$ cat config.mk
export PLATFORM = sky130hd
export DESIGN_NAME = pcp_device_flat
export DESIGN_NICKNAME = d
export VERILOG_FILES = /design/src/common/pcp_pkg.sv /design/src/common/pcp_if.sv /design/src/hw/pcp_device.sv /design/src/flat_wrapper.sv
export SDC_FILE = /design/constraint.sdc
export NUM_CORES = 1
export LEC_CHECK = 0
export BUFFER_PORTS_ARGS = -buffer_cell sky130_fd_sc_hd__buf_2
export CAP_MARGIN = 20
export CORE_ASPECT_RATIO = 2
export CORE_MARGIN = 5
export CORE_UTILIZATION = 25
export DETAILED_ROUTE_END_ITERATION = 7
export SLEW_MARGIN = 20
export SYNTH_ARGS = -nofsm -noshare
export SYNTH_HDL_FRONTEND = slang
export SYNTH_SLANG_ARGS = --single-unit
$ cat constraint.sdc
create_clock -name CORE_CLK_IN -period 3.7 [get_ports CORE_CLK_IN]
set_input_delay 0 -clock CORE_CLK_IN [delete_from_list [all_inputs] [get_ports CORE_CLK_IN]]
set_output_delay 0 -clock CORE_CLK_IN [all_outputs]
set_load 0.01 [all_outputs]
$ cat src/common/pcp_pkg.sv
package pcp_pkg;
   localparam int DATA_W             = 8;
   localparam int MODE_W             = 3;
   localparam logic [2:0] MODE_MS_A  = 3'h0;
   localparam logic [2:0] MODE_MS_B  = 3'h4;
   localparam int CLK_PERIOD_NS      = 25;
   localparam int CFG_DIV            = 4;
   localparam logic [7:0] BUSY_EVERY = 8'h04;
   localparam int BUSY_CYCLES        = 2;
   localparam logic [7:0] FILL_BYTE  = 8'hFF;
endpackage

$ cat src/common/pcp_if.sv
`timescale 1ns/1ps
interface pcp_if;
   logic       cfg_clk;
   logic       sel_n;
   logic       wr_n;
   logic [7:0] host_d;
   logic       host_oe;
   logic [7:0] dev_d;
   logic       dev_oe;
   logic       busy;
   modport device (input cfg_clk, input sel_n, input wr_n, input host_d,
                   input host_oe, output dev_d, output dev_oe, output busy);
   modport host (output cfg_clk, output sel_n, output wr_n, output host_d,
                 output host_oe, input dev_d, input dev_oe, input busy);
endinterface

$ cat src/hw/pcp_device.sv
// Operation
// RL1: Take one byte per transfer, drive busy
// RL2: Host supplies bytes, clock, select, strobe
// RL3: Data held while busy high
// RL4: Selected with strobe high gives readback
// RL5: After load, release pins or keep readback
// RL6: Mode pins 000 or 100 mean master-serial
// RL7: Host selects shared devices one at time
// RL8: Packet may span several select periods
// RL9: Strobe change under select starts abort
// RL10: Host drives byte after strobes low
// RL11: Host drivers off during readback
// RL12: One select at most while strobe high
// RL13: No configuration while restart input low
// RL14: Sampling and busy follow config clock
// RL15: Drive bus only in readback window
`timescale 1ns/1ps
module pcp_device #(
   parameter int PKT_LEN = 16
) (
   input  wire logic       CORE_CLK_IN,
   input  wire logic       RST_IN,
   pcp_if.device           port,
   input  wire logic       RESTART_N_IN,
   input  wire logic [2:0] MODE_SELECT_PINS_IN,
   input  wire logic       RETAIN_IN,
   input  wire logic [7:0] RB_DATA_IN,
   output logic            MASTER_SERIAL_OUT,
   output logic            BYTE_VALID_OUT,
   output logic [7:0]      BYTE_OUT,
   output logic            ABORT_OUT,
   output logic            DONE_OUT,
   output logic            PORT_ACTIVE_OUT
);
   typedef enum logic [1:0] {
      ST_WAIT = 2'b00,
      ST_LOAD = 2'b01,
      ST_DONE = 2'b10
   } st_e;
   st_e        st_q;
   st_e        st_d;
   logic [2:0] clk_s_q;
   logic [2:0] sel_s_q;
   logic [2:0] wr_s_q;
   logic [2:0] rst_s_q;
   logic [7:0] d_s1_q;
   logic [7:0] d_s2_q;
   logic [2:0] mode_s1_q;
   logic [2:0] mode_s2_q;
   logic       ms_q;
   logic       wr_prev_q;
   logic       sel_prev_q;
   logic [7:0] cnt_q;
   logic [7:0] cnt_d;
   logic [1:0] busy_q;
   logic [1:0] busy_d;
   logic [7:0] byte_q;
   logic       vld_q;
   logic       abort_q;
   logic [7:0] rb_q;

   function automatic logic is_master_serial(input logic [2:0] m);
      return (m == pcp_pkg::MODE_MS_A) | (m == pcp_pkg::MODE_MS_B);
   endfunction

   function automatic logic group_end(input logic [7:0] c);
      return (c & (pcp_pkg::BUSY_EVERY - 8'h01)) ==
             (pcp_pkg::BUSY_EVERY - 8'h01);
   endfunction

   always_ff @(posedge CORE_CLK_IN) begin
      if (RST_IN) begin
         clk_s_q <= 3'h0;
         sel_s_q <= 3'h7;
         wr_s_q  <= 3'h7;
         rst_s_q <= 3'h0;
         d_s1_q  <= 8'h00;
         d_s2_q  <= 8'h00;
      end else begin
         clk_s_q <= {clk_s_q[1:0], port.cfg_clk};
         sel_s_q <= {sel_s_q[1:0], port.sel_n};
         wr_s_q  <= {wr_s_q[1:0], port.wr_n};
         rst_s_q <= {rst_s_q[1:0], RESTART_N_IN};
         d_s1_q  <= port.host_d;
         d_s2_q  <= d_s1_q;
      end
   end

   // Two-flop capture of the mode pins
   always_ff @(posedge CORE_CLK_IN) begin
      if (RST_IN) begin
         mode_s1_q <= 3'h0;
         mode_s2_q <= 3'h0;
         ms_q      <= 1'b0;
      end else begin
         mode_s1_q <= MODE_SELECT_PINS_IN;
         mode_s2_q <= mode_s1_q;
         ms_q      <= is_master_serial(mode_s2_q); // [RL6]
      end
   end

   wire rise       = clk_s_q[1] & ~clk_s_q[2]; // [RL14]
   wire sel        = ~sel_s_q[1];
   wire wr         = ~wr_s_q[1];
   wire restart    = ~rst_s_q[1];
   wire in_load    = (st_q == ST_LOAD);
   wire retained   = (st_q == ST_DONE) & RETAIN_IN; // [RL5]
   wire strobe_chg = rise & sel & sel_prev_q & (wr != wr_prev_q); // [RL9]
   wire take       = rise & sel & wr & in_load & (busy_q == 2'h0) &
                     ~strobe_chg; // [RL1] [RL3]
   wire last       = (cnt_q == 8'(PKT_LEN - 1));
   wire rb_win     = sel & ~wr & (in_load | retained); // [RL4] [RL15]

   always_comb begin
      st_d = st_q;
      case (st_q)
         ST_WAIT: begin
            if (!restart) st_d = ST_LOAD; // [RL13]
         end
         ST_LOAD: begin
            if (restart) st_d = ST_WAIT; // [RL13]
            else if (take && last) st_d = ST_DONE;
         end
         ST_DONE: begin
            if (restart) st_d = ST_WAIT;
         end
         default: st_d = ST_WAIT;
      endcase
   end

   // Next count and busy values
   always_comb begin
      cnt_d = cnt_q;
      if (take) begin
         // Count survives deselect: packets span selects [RL8]
         cnt_d = last ? 8'h00 : cnt_q + 8'h01;
      end
      if (strobe_chg || !in_load) begin
         cnt_d = 8'h00; // [RL9]
      end
   end
   always_comb begin
      busy_d = busy_q;
      if (rise && busy_q != 2'h0) begin
         busy_d = busy_q - 2'h1; // [RL14]
      end
      if (take && group_end(cnt_q)) begin
         busy_d = 2'(pcp_pkg::BUSY_CYCLES); // [RL1]
      end
   end

   always_ff @(posedge CORE_CLK_IN) begin
      if (RST_IN) begin
         st_q <= ST_WAIT;
      end else begin
         st_q <= st_d;
      end
   end
   always_ff @(posedge CORE_CLK_IN) begin
      if (RST_IN) begin
         cnt_q  <= 8'h00;
         busy_q <= 2'h0;
      end else begin
         cnt_q  <= cnt_d;
         busy_q <= busy_d;
      end
   end
   always_ff @(posedge CORE_CLK_IN) begin
      if (RST_IN) begin
         wr_prev_q  <= 1'b0;
         sel_prev_q <= 1'b0;
      end else if (rise) begin
         wr_prev_q  <= wr;
         sel_prev_q <= sel;
      end
   end
   always_ff @(posedge CORE_CLK_IN) begin
      if (RST_IN) begin
         byte_q <= 8'h00;
         vld_q  <= 1'b0;
      end else begin
         vld_q <= take;
         if (take) begin
            byte_q <= d_s2_q; // [RL1]
         end
      end
   end
   always_ff @(posedge CORE_CLK_IN) begin
      if (RST_IN) begin
         abort_q <= 1'b0;
      end else begin
         abort_q <= strobe_chg; // [RL9]
      end
   end
   always_ff @(posedge CORE_CLK_IN) begin
      if (RST_IN) begin
         rb_q <= 8'h00;
      end else if (rise && rb_win) begin
         rb_q <= RB_DATA_IN; // [RL4]
      end
   end

   assign port.busy         = busy_q != 2'h0; // [RL1]
   assign port.dev_d        = rb_q;
   assign port.dev_oe       = rb_win; // [RL15] [RL5]
   assign MASTER_SERIAL_OUT = ms_q; // [RL6]
   assign BYTE_VALID_OUT    = vld_q;
   assign BYTE_OUT          = byte_q;
   assign ABORT_OUT         = abort_q;
   assign DONE_OUT          = st_q == ST_DONE;
   assign PORT_ACTIVE_OUT   = in_load | retained; // [RL5]
endmodule // pcp_device

$ cat src/flat_wrapper.sv
// flat-port wrapper written by rule: the top's interface ports become plain ports
module pcp_device_flat 
#(
   parameter int PKT_LEN = 16
)
  (CORE_CLK_IN, RST_IN, RESTART_N_IN, MODE_SELECT_PINS_IN, RETAIN_IN, RB_DATA_IN, MASTER_SERIAL_OUT, BYTE_VALID_OUT, BYTE_OUT, ABORT_OUT, DONE_OUT, PORT_ACTIVE_OUT, port_cfg_clk, port_sel_n, port_wr_n, port_host_d, port_host_oe, port_dev_d, port_dev_oe, port_busy);
  pcp_if port_i ();
  input  wire logic CORE_CLK_IN;
  input  wire logic RST_IN;
  input  wire logic RESTART_N_IN;
  input  wire logic [2:0] MODE_SELECT_PINS_IN;
  input  wire logic RETAIN_IN;
  input  wire logic [7:0] RB_DATA_IN;
  output logic MASTER_SERIAL_OUT;
  output logic BYTE_VALID_OUT;
  output logic [7:0] BYTE_OUT;
  output logic ABORT_OUT;
  output logic DONE_OUT;
  output logic PORT_ACTIVE_OUT;
  input wire logic [$bits(port_i.cfg_clk)-1:0] port_cfg_clk;
  input wire logic [$bits(port_i.sel_n)-1:0] port_sel_n;
  input wire logic [$bits(port_i.wr_n)-1:0] port_wr_n;
  input wire logic [$bits(port_i.host_d)-1:0] port_host_d;
  input wire logic [$bits(port_i.host_oe)-1:0] port_host_oe;
  output wire logic [$bits(port_i.dev_d)-1:0] port_dev_d;
  output wire logic [$bits(port_i.dev_oe)-1:0] port_dev_oe;
  output wire logic [$bits(port_i.busy)-1:0] port_busy;
  assign port_i.cfg_clk = port_cfg_clk;
  assign port_i.sel_n = port_sel_n;
  assign port_i.wr_n = port_wr_n;
  assign port_i.host_d = port_host_d;
  assign port_i.host_oe = port_host_oe;
  assign port_dev_d = port_i.dev_d;
  assign port_dev_oe = port_i.dev_oe;
  assign port_busy = port_i.busy;
  pcp_device #(.PKT_LEN(PKT_LEN)) u_core (.CORE_CLK_IN(CORE_CLK_IN), .RST_IN(RST_IN), .port(port_i), .RESTART_N_IN(RESTART_N_IN), .MODE_SELECT_PINS_IN(MODE_SELECT_PINS_IN), .RETAIN_IN(RETAIN_IN), .RB_DATA_IN(RB_DATA_IN), .MASTER_SERIAL_OUT(MASTER_SERIAL_OUT), .BYTE_VALID_OUT(BYTE_VALID_OUT), .BYTE_OUT(BYTE_OUT), .ABORT_OUT(ABORT_OUT), .DONE_OUT(DONE_OUT), .PORT_ACTIVE_OUT(PORT_ACTIVE_OUT));
endmodule
==> results of run 1 <==
[through the flow]
stage	hold WS, ns	worst slack [ns]	utilization [%]	cells
floorplan	0.104	1.96	-	221
global placement	0.186	1.69	29.0	359
detailed placement	0.189	1.67	29.0	359
CTS	0.314	1.65	34.6	397
global route	0.359	1.51	34.6	397
finish	0.299	1.70	34.6	397
[sequential cells by signal (all words and copies together) (netlist names)]
name,flops
u_core.sel_prev_q,1
u_core.sel_s_q,2
u_core.clk_s_q,3
u_core.BYTE_OUT,8
u_core.d_s2_q,8
u_core.cnt_q,8
u_core.st_q,2
u_core.mode_s2_q,2
u_core.d_s1_q,8
u_core.rst_s_q,2
u_core.wr_prev_q,1
u_core.wr_s_q,2
u_core.ABORT_OUT,1
u_core.BYTE_VALID_OUT,1
u_core.MASTER_SERIAL_OUT,1
u_core.mode_s1_q,2
u_core.busy_q,2
u_core.port.dev_d,8
[area by class of cell]
| type | instances | area, um^2 | area share [%] |
|---|---|---|---|
| Timing Repair Buffer | 69 | 455 | 14.8 |
| Inverter | 5 | 18.8 | 0.611 |
| Sequential cell | 62 | 1240 | 40.4 |
| Multi-Input combinational cell | 143 | 953 | 31.0 |
| Clock inverter | 6 | 37.5 | 1.22 |
| Tap cell | 102 | 128 | 4.15 |
| Clock buffer | 10 | 239 | 7.78 |
[metal layers]
metal	global-route usage (%)	vias to the layer above	routed length [um]
met4	7.43	0	235
met5	0	-	0
met3	2.74	12	200
met1	9.07	784	1750
met2	16.2	34	2660
li1	-	894	-
[kinds of logic after synthesis]
group,after synthesis,synth area share (%)
muxes,10,4.43
and+or+nand+nor,88,22.4
xor gates and xnor gates,4,1.89
AOI/OAI and AO/OA,39,12.4
adders and majority gates,2,1.11
buffers and inverters,16,2.77
DFF,62,55.0
[where the power goes]
group | switching [uW] | leakage (uW) | internal (uW) | total, uW
clock | 287 | 0.000130 | 466 | 753
sequential | 6.69 | 0.000506 | 685 | 692
combinational | 26.8 | 0.000569 | 37.4 | 64.2
[cell usage in the layout, fill, tap and decap left out, drive strengths merged, types with 2 or more instances in the layout]
| master | instances |
|---|---|
| clkinv | 3 |
| xnor2 | 2 |
| xor2 | 2 |
| clkinvlp | 3 |
| nor3 | 4 |
| a211oi | 5 |
| or3 | 4 |
| nand2 | 5 |
| nand2b | 6 |
| inv | 5 |
| mux2i | 10 |
| buf | 47 |
| dfxtp | 62 |
| nor4 | 2 |
| ha | 2 |
| dlygate4sd3 | 22 |
| a21oi | 13 |
| nand3 | 13 |
| nor2b | 26 |
| clkbuf | 10 |
| o21ai | 13 |
| nor2 | 16 |
| or2 | 4 |
[worst max-delay path: stages (launching register included)]
cell and delay [ns]:
dfxtp_1 0.36, nand2b_1 0.31, a2111oi_4 0.84, mux2i_1 0.28, nor2_1 0.05
[path summary, 6_finish.rpt]
| path | slack [ns] | from | cells past startpoint | endpoint |
|---|---|---|---|---|
| setup / recovery | 1.70 | u_core.st_q[1] | 4 | u_core.port.dev_d[5] |
| hold / removal | 0.30 | RST_IN | 2 | u_core.clk_s_q[1] |
| setup reg to reg | 1.70 | u_core.st_q[1] | 4 | u_core.port.dev_d[5] |
| hold reg to reg | 0.38 | u_core.mode_s2_q[0] | 1 | u_core.MASTER_SERIAL_OUT |
[repair_timing]
| item | CTS | global route |
|---|---|---|
| gates resized for setup | 0 | 0 |
| hold endpoints to repair | 22 | 0 |
| hold buffers | 22 | 0 |
| setup buffers | 0 | 0 |
==> results.py, run 1 <==
metrics = {
    "logic_synthesis": {
        "syn_area_per_cell_um2": 10.2,
        "synth_common_cells": "62 x dfxtp_1, 26 x nor2b_1, 16 x nor2_1",
        "synth_flop_cell": "dfxtp_1",
        "ys_types": 40,
        "syn_area_um2": 2260,
        "post-synth-top-count-cell": "dfxtp_1",
        "ys_seq_area_share_pct": 55.0,
        "synth_cells": 221,
        "yosysTopAreaCell": "dfxtp_1",
        "ys_top_cells_by_area": "dfxtp_1 55%, nor2b_1 7.2%, mux2i_1 4.4%",
        "yosysTopAreaCellShare_pct": 55.0,
        "yosysWarnings": 0,
        "synthArstFlopShare_pct": 0,
        "synth_edf_count": 0,
        "synth_fp_nets": 250,
        "synth-seq-cells": 62,
    },
    "placement": {
        "port_buffers": 47,
        "dp_hpwl_um": 3380,
        "place_area_um2": 2580,
        "gp_congestion": 0.709,
    },
    "run": {
        "maxCapViolCount": 0,
    },
    "critical_path": {
        "required_ns": 3.88,
        "critPathMaxFanout": 8,
        "worstSetupPathType": "reg2reg",
        "end_kind": "flip-flop",
        "start_kind": "flip-flop",
        "crit_arrival_ns": 2.18,
    },
    "global_routing": {
        "grt_start_max_net_pins": 55,
        "grt_pass1_wl_um": 8020,
        "grt_pass1_vias": 1657,
        "track_usage_pct": 9.35,
        "antenna_found_initial": 0,
        "grt_overflow": 0,
    },
    "clocking": {
        "clock-sinks": 62,
        "cts_tree": "yes",
        "htree_levels": 3,
        "clockBufferDepth": 2,
        "cts-root-buf": "clkbuf_16",
        "cts_inserted_buffers": 9,
        "clk_pin_slew_ns": 0.05,
        "clock_latency_ns": 0.33,
    },
    "routing": {
        "firstDrtPassIters": 4,
        "routedWlPerCell_um": 12.2,
        "drt-initial-drc-count": 80,
        "wl_um": 4850,
        "drc": 0,
        "viasPerCell": 4.34,
        "via_count": 1724,
        "postRouteAntennaNets": 0,
    },
    "layout": {
        "diodes": 0,
        "nets": 319,
        "drive_gt1_share_pct": 24.7,
        "fillers": 873,
        "finish.instance_area_um2": 3070,
        "area_delta_synth_final_pct": 36.1,
    },
    "floorplan": {
        "die_w_um": 77.2,
        "io_pins": 50,
        "floorplan.initialDensity_pct": 25.4,
        "std_cell_rows": 49,
        "die_y_um": 144,
        "die_area_um2": 11100,
        "core_area_um2": 8890,
    },
    "min_path": {
        "hold_class": "in2reg",
    },
    "sta": {
        "fin_worst_skew_ns": 0.00459,
        "drv_slew": 0,
        "finalSetupViolations": 0,
        "rsz0062_at_grt": "no",
        "fin_crit_sh_pct": 54.0,
        "max_freq_ghz": 0.501,
        "max-slew-margin-rel_pct": 40.2,
        "fin_crit_ns": 2.00,
        "fin_tns_setup_ns": 0,
        "hold_viol_final": 0,
        "worstMarginPinSlew_ns": 0.897,
    },
    "power": {
        "pwr_density_cell_nw_per_um2": 491,
        "power_uw": 1510,
        "max-vdd-ir-drop_v": 0.000271,
        "p_leak_uw": 0.00121,
    },
    "status": {
        "outcome": "finished, final reports clean",
    },
}
No activity file was read; power rests on OpenSTA's default activity.
==> run 2: changes to the inputs <==
- clock period: 3.7 -> 2.1 ns (I/O delays scaled with it)
==> results.py, run 2 (synthesized netlist as in run 1, its figures left out) <==
metrics = {
    "placement": {
        "place_area_um2": 2610,
        "port_buffers": 47,
        "dp_hpwl_um": 3520,
        "gp_congestion": 0.724,
    },
    "clocking": {
        "clock_latency_ns": 0.32,
        "clock-sinks": 62,
        "cts_inserted_buffers": 9,
        "htree_levels": 3,
        "clk_pin_slew_ns": 0.05,
        "cts-root-buf": "clkbuf_16",
        "cts.repair.resized": 0,
        "cts_tree": "yes",
        "clockBufferDepth": 2,
    },
    "floorplan": {
        "die_area_um2": 11100,
        "std_cell_rows": 49,
        "core_area_um2": 8890,
        "floorplan.initialDensity_pct": 25.4,
        "die_w_um": 77.2,
        "die_y_um": 144,
        "io_pins": 50,
    },
    "layout": {
        "diodes": 0,
        "drive_gt1_share_pct": 24.8,
        "final_cell_mix": "62 x dfxtp_1, 47 x buf_2, 26 x nor2b_1, 22 x dlygate4sd3_1, 16 x nor2_1",
        "fillers": 893,
        "regArea_um2": 1240,
        "finish.instance_area_um2": 3090,
        "multi_input_area_um2": 953,
        "final_common_cell": "dfxtp_1",
        "area_delta_synth_final_pct": 36.9,
        "nets": 324,
    },
    "routing": {
        "drt-initial-drc-count": 56,
        "wl_um": 4900,
        "firstDrtPassIters": 4,
        "routedWlPerCell_um": 12.3,
        "viasPerCell": 4.40,
        "postRouteAntennaNets": 0,
        "drc": 0,
        "via_count": 1761,
    },
    "sta": {
        "hold_viol_final": 0,
        "fin_crit_ns": 1.96,
        "max-slew-margin-rel_pct": 70.8,
        "rsz0062_at_grt": "no",
        "drv_slew": 0,
        "max_freq_ghz": 0.511,
        "fin_tns_setup_ns": 0,
        "fin_crit_sh_pct": 93.3,
        "fin_worst_skew_ns": 0.00499,
        "finalSetupViolations": 0,
        "worstMarginPinSlew_ns": 0.438,
    },
    "critical_path": {
        "crit_arrival_ns": 2.21,
        "critPathMaxFanout": 9,
        "cp.buffers_inverters": 1,
        "reg2reg_slack_ns": 0.14,
        "worstSetupPathType": "reg2reg",
        "r2r_cells": 6,
        "r2r-start": "u_core.busy_q[0]",
        "crit_chain": "inv_1 -> ha_1 -> nor3b_4 -> o2111ai_4 -> or4_1 -> a21oi_1",
        "start_kind": "flip-flop",
        "slowest_delay_ns": 0.55,
        "end_kind": "flip-flop",
        "required_ns": 2.35,
        "crit_family": "simple AND/OR/NAND/NOR gates",
        "r2r-end": "u_core.cnt_q[6]",
        "slowest_stage": "or4_1",
    },
    "power": {
        "p_leak_uw": 0.00123,
        "pwr_density_cell_nw_per_um2": 843,
        "max-vdd-ir-drop_v": 0.000581,
    },
    "min_path": {
        "min_path_cells": 2,
        "hold_path_end": "u_core.mode_s1_q[1]",
        "hold_class": "in2reg",
        "worst_hold_startpoint": "RST_IN",
    },
    "global_routing": {
        "track_usage_pct": 9.21,
        "grt_start_max_net_pins": 34,
        "grt_overflow": 0,
        "grt_pass1_vias": 1709,
        "antenna_found_initial": 0,
        "grt_pass1_wl_um": 7960,
    },
    "status": {
        "outcome": "finished, final reports clean",
    },
    "run": {
        "maxCapViolCount": 0,
    },
}
==> run 2: cell count changes in the layout (fill, tap and decap cells not counted), sizes merged <==
cell	delta
buf	+5
clkbuf	+2
clkinv	-1
clkinvlp	-3
==> run 2: worst register-to-register path: stages (launching register included) <==
cell,delay (ns)
dfxtp_1,0.32
inv_1,0.06
ha_1,0.24
nor3b_4,0.33
o2111ai_4,0.23
or4_1,0.56
a21oi_1,0.16
==> run 2: layer usage <==
metal  vias to the layer above  track usage, %  routed length, um
met5                         -               0                  0
met3                        11            2.87                177
met1                       815            8.90               1850
met4                         0            6.25                185
met2                        32            16.4               2690
li1                        903               -                  -
==> run 2: repair_timing <==
item	4_1_cts	5_1_grt
setup buffers	0	0
hold endpoints to repair	22	0
hold buffers	22	0
==> run 2: area by class of cell <==
class / instances / share of cell area [%]
Inverter: 5 / 0.607
Timing Repair Buffer: 74 / 16.0
Multi-Input combinational cell: 143 / 30.9
Clock inverter: 2 / 0.324
Clock buffer: 12 / 7.98
Sequential cell: 62 / 40.2
Tap cell: 102 / 4.13
==> run 2: report_power, final <==
part | internal [uW] | switching, uW
logic | 68.4 | 47.9
registers | 1210 | 12.3
clock network | 810 | 458
total | 2090 | 518
==> run 2: stage by stage <==
| stage | setup slack, ns | hold WS (ns) | cells | total power (uW) | utilization [%] |
|---|---|---|---|---|---|
| floorplan | 0.357 | 0.104 | 221 | 1290 | - |
| global placement | 0.261 | 0.186 | 364 | 1330 | 29.4 |
| detailed placement | 0.171 | 0.187 | 364 | 1330 | 29.4 |
| CTS | 0.134 | 0.0774 | 400 | 2640 | 34.8 |
| global route | 0.0291 | 0.114 | 400 | 2710 | 34.8 |
| finish | 0.141 | 0.0810 | 400 | 2610 | 34.8 |
==> run 2: how the worst max path moves through the flow <==
stage	start	end	slack, ns	cells after the start
5_1_grt	u_core.busy_q[0]	u_core.cnt_q[6]	0.03	6
2_1_floorplan	u_core.busy_q[0]	u_core.cnt_q[6]	0.36	6
3_5_place_dp	u_core.busy_q[0]	u_core.cnt_q[6]	0.17	6
6_report	u_core.busy_q[0]	u_core.cnt_q[6]	0.14	6
4_1_cts	u_core.busy_q[0]	u_core.cnt_q[6]	0.13	6
3_3_place_gp	u_core.busy_q[0]	u_core.cnt_q[6]	0.26	6
==> run 3: changes to the inputs <==
- clock period: 2.1 -> 2 ns (I/O delays scaled with it)
==> results.py, run 3 (synthesized netlist as in run 1, its figures left out) <==
metrics = {
    "sta": {
        "worstMarginPinSlew_ns": 0.555,
        "fin_tns_setup_ns": 0,
        "fin_worst_skew_ns": 0.00639,
        "hold_viol_final": 0,
        "fin_crit_ns": 1.84,
        "fin_crit_sh_pct": 92.2,
        "finalSetupViolations": 0,
        "max-slew-margin-rel_pct": 63.0,
        "fin_hold_ws_ns": 0.159,
        "rsz0062_at_grt": "no",
        "drv_slew": 0,
        "max_freq_ghz": 0.542,
    },
    "layout": {
        "drive_gt1_share_pct": 25.6,
        "final_cell_mix": "62 x dfxtp_1, 47 x buf_2, 26 x nor2b_1, 22 x dlygate4sd3_1, 16 x nor2_1",
        "area_delta_synth_final_pct": 37.8,
        "final_common_cell": "dfxtp_1",
        "nets": 325,
        "diodes": 0,
    },
    "routing": {
        "via_count": 1771,
        "drt-initial-drc-count": 37,
        "viasPerCell": 4.39,
        "routedWlPerCell_um": 12.5,
        "firstDrtPassIters": 4,
        "drc": 0,
        "postRouteAntennaNets": 0,
        "wl_um": 5040,
    },
    "critical_path": {
        "critPathMaxFanout": 9,
        "cp.buffers_inverters": 1,
        "crit_arrival_ns": 2.10,
        "r2r-start": "u_core.busy_q[0]",
        "crit_cells": 6,
        "slowest_delay_ns": 0.54,
        "crit_family": "simple AND/OR/NAND/NOR gates",
        "required_ns": 2.25,
        "reg2reg_slack_ns": 0.16,
        "r2r-end": "u_core.cnt_q[6]",
        "slowest_stage": "or4_1",
        "start_kind": "flip-flop",
        "end_kind": "flip-flop",
        "r2r_cells": 6,
        "crit_chain": "inv_1 -> ha_1 -> nor3b_4 -> o2111ai_4 -> or4_1 -> a21oi_1",
        "worstSetupPathType": "reg2reg",
    },
    "clocking": {
        "clk_pin_slew_ns": 0.05,
        "cts_tree": "yes",
        "clock_latency_ns": 0.32,
        "clockBufferDepth": 2,
        "clock-sinks": 62,
        "cts_inserted_buffers": 9,
        "cts.repair.resized": 0,
        "htree_levels": 3,
        "cts-root-buf": "clkbuf_16",
    },
    "floorplan": {
        "die_w_um": 77.2,
        "die_area_um2": 11100,
        "std_cell_rows": 49,
        "io_pins": 50,
        "die_y_um": 144,
        "floorplan.initialDensity_pct": 25.4,
        "core_area_um2": 8890,
    },
    "global_routing": {
        "grt_pass1_wl_um": 8170,
        "antenna_found_initial": 0,
        "grt_pass1_vias": 1751,
        "grt_start_max_net_pins": 33,
        "grt_overflow": 0,
        "track_usage_pct": 9.53,
    },
    "power": {
        "max-vdd-ir-drop_v": 0.000599,
        "pwr_density_cell_nw_per_um2": 891,
        "p_leak_uw": 0.00124,
        "power_uw": 2770,
    },
    "placement": {
        "gp_congestion": 0.731,
        "port_buffers": 47,
        "dp_hpwl_um": 3650,
    },
    "min_path": {
        "hold_path_end": "u_core.port.dev_d[3]",
        "worst_hold_startpoint": "RST_IN",
        "min_path_cells": 2,
        "hold_class": "in2reg",
    },
    "status": {
        "outcome": "finished, final reports clean",
    },
    "run": {
        "maxCapViolCount": 0,
    },
}
==> run 3: changes by cell type in the layout (fill, tap and decap cells not counted) <==
cell,before,now
buf_4,5,6
clkinvlp_4,0,1
clkinv_2,2,3
==> run 3: cell type report <==
cell class | count | area (um^2)
clock inverter | 4 | 22.5
tap | 102 | 128
multi-input combinational | 143 | 953
inverter | 5 | 18.8
sequential | 62 | 1240
timing repair buffer | 75 | 500
fill | 900 | 5780
clock buffer | 12 | 246
==> run 3: repair_timing <==
action,in CTS,in global routing
endpoints found under the hold margin,22,0
hold buffers,22,0
endpoints found under the setup margin,0,1
buffers inserted,0,2
==> run 3: worst max-delay path by stage <==
stage / end / slack, ns / from
4_1_cts: u_core.cnt_q[6] / 0.09 / u_core.busy_q[0]
3_5_place_dp: u_core.cnt_q[6] / 0.1 / u_core.busy_q[0]
3_3_place_gp: u_core.cnt_q[6] / 0.16 / u_core.busy_q[0]
2_1_floorplan: u_core.cnt_q[6] / 0.26 / u_core.busy_q[0]
5_1_grt: u_core.cnt_q[6] / 0.0003 / u_core.busy_q[0]
6_report: u_core.cnt_q[6] / 0.16 / u_core.busy_q[0]
==> run 3: power by group <==
part,total (uW),switching (uW),internal [uW]
registers,1280,12.7,1270
logic,121,49.6,71.4
clock network,1370,507,864
total,2770,569,2200
==> run 3: per-stage QoR <==
step	util [%]	cell area, um^2	std cells	setup WS [ns]
final	35.0	3110	403	0.156
after global routing	35.0	3110	403	0.000274
after CTS	34.8	3100	401	0.0877
after detailed placement	29.3	2610	363	0.0995
after global placement	29.3	2610	363	0.159
after floorplan	-	2260	221	0.257
==> run 3: per-layer routing <==
metal | wire, um | global-route usage, % | vias to the layer above
li1 | - | - | 903
met1 | 1770 | 8.52 | 829
met2 | 2940 | 17.7 | 33
met3 | 185 | 2.81 | 6
met4 | 143 | 6.88 | 0
met5 | 0 | 0 | -
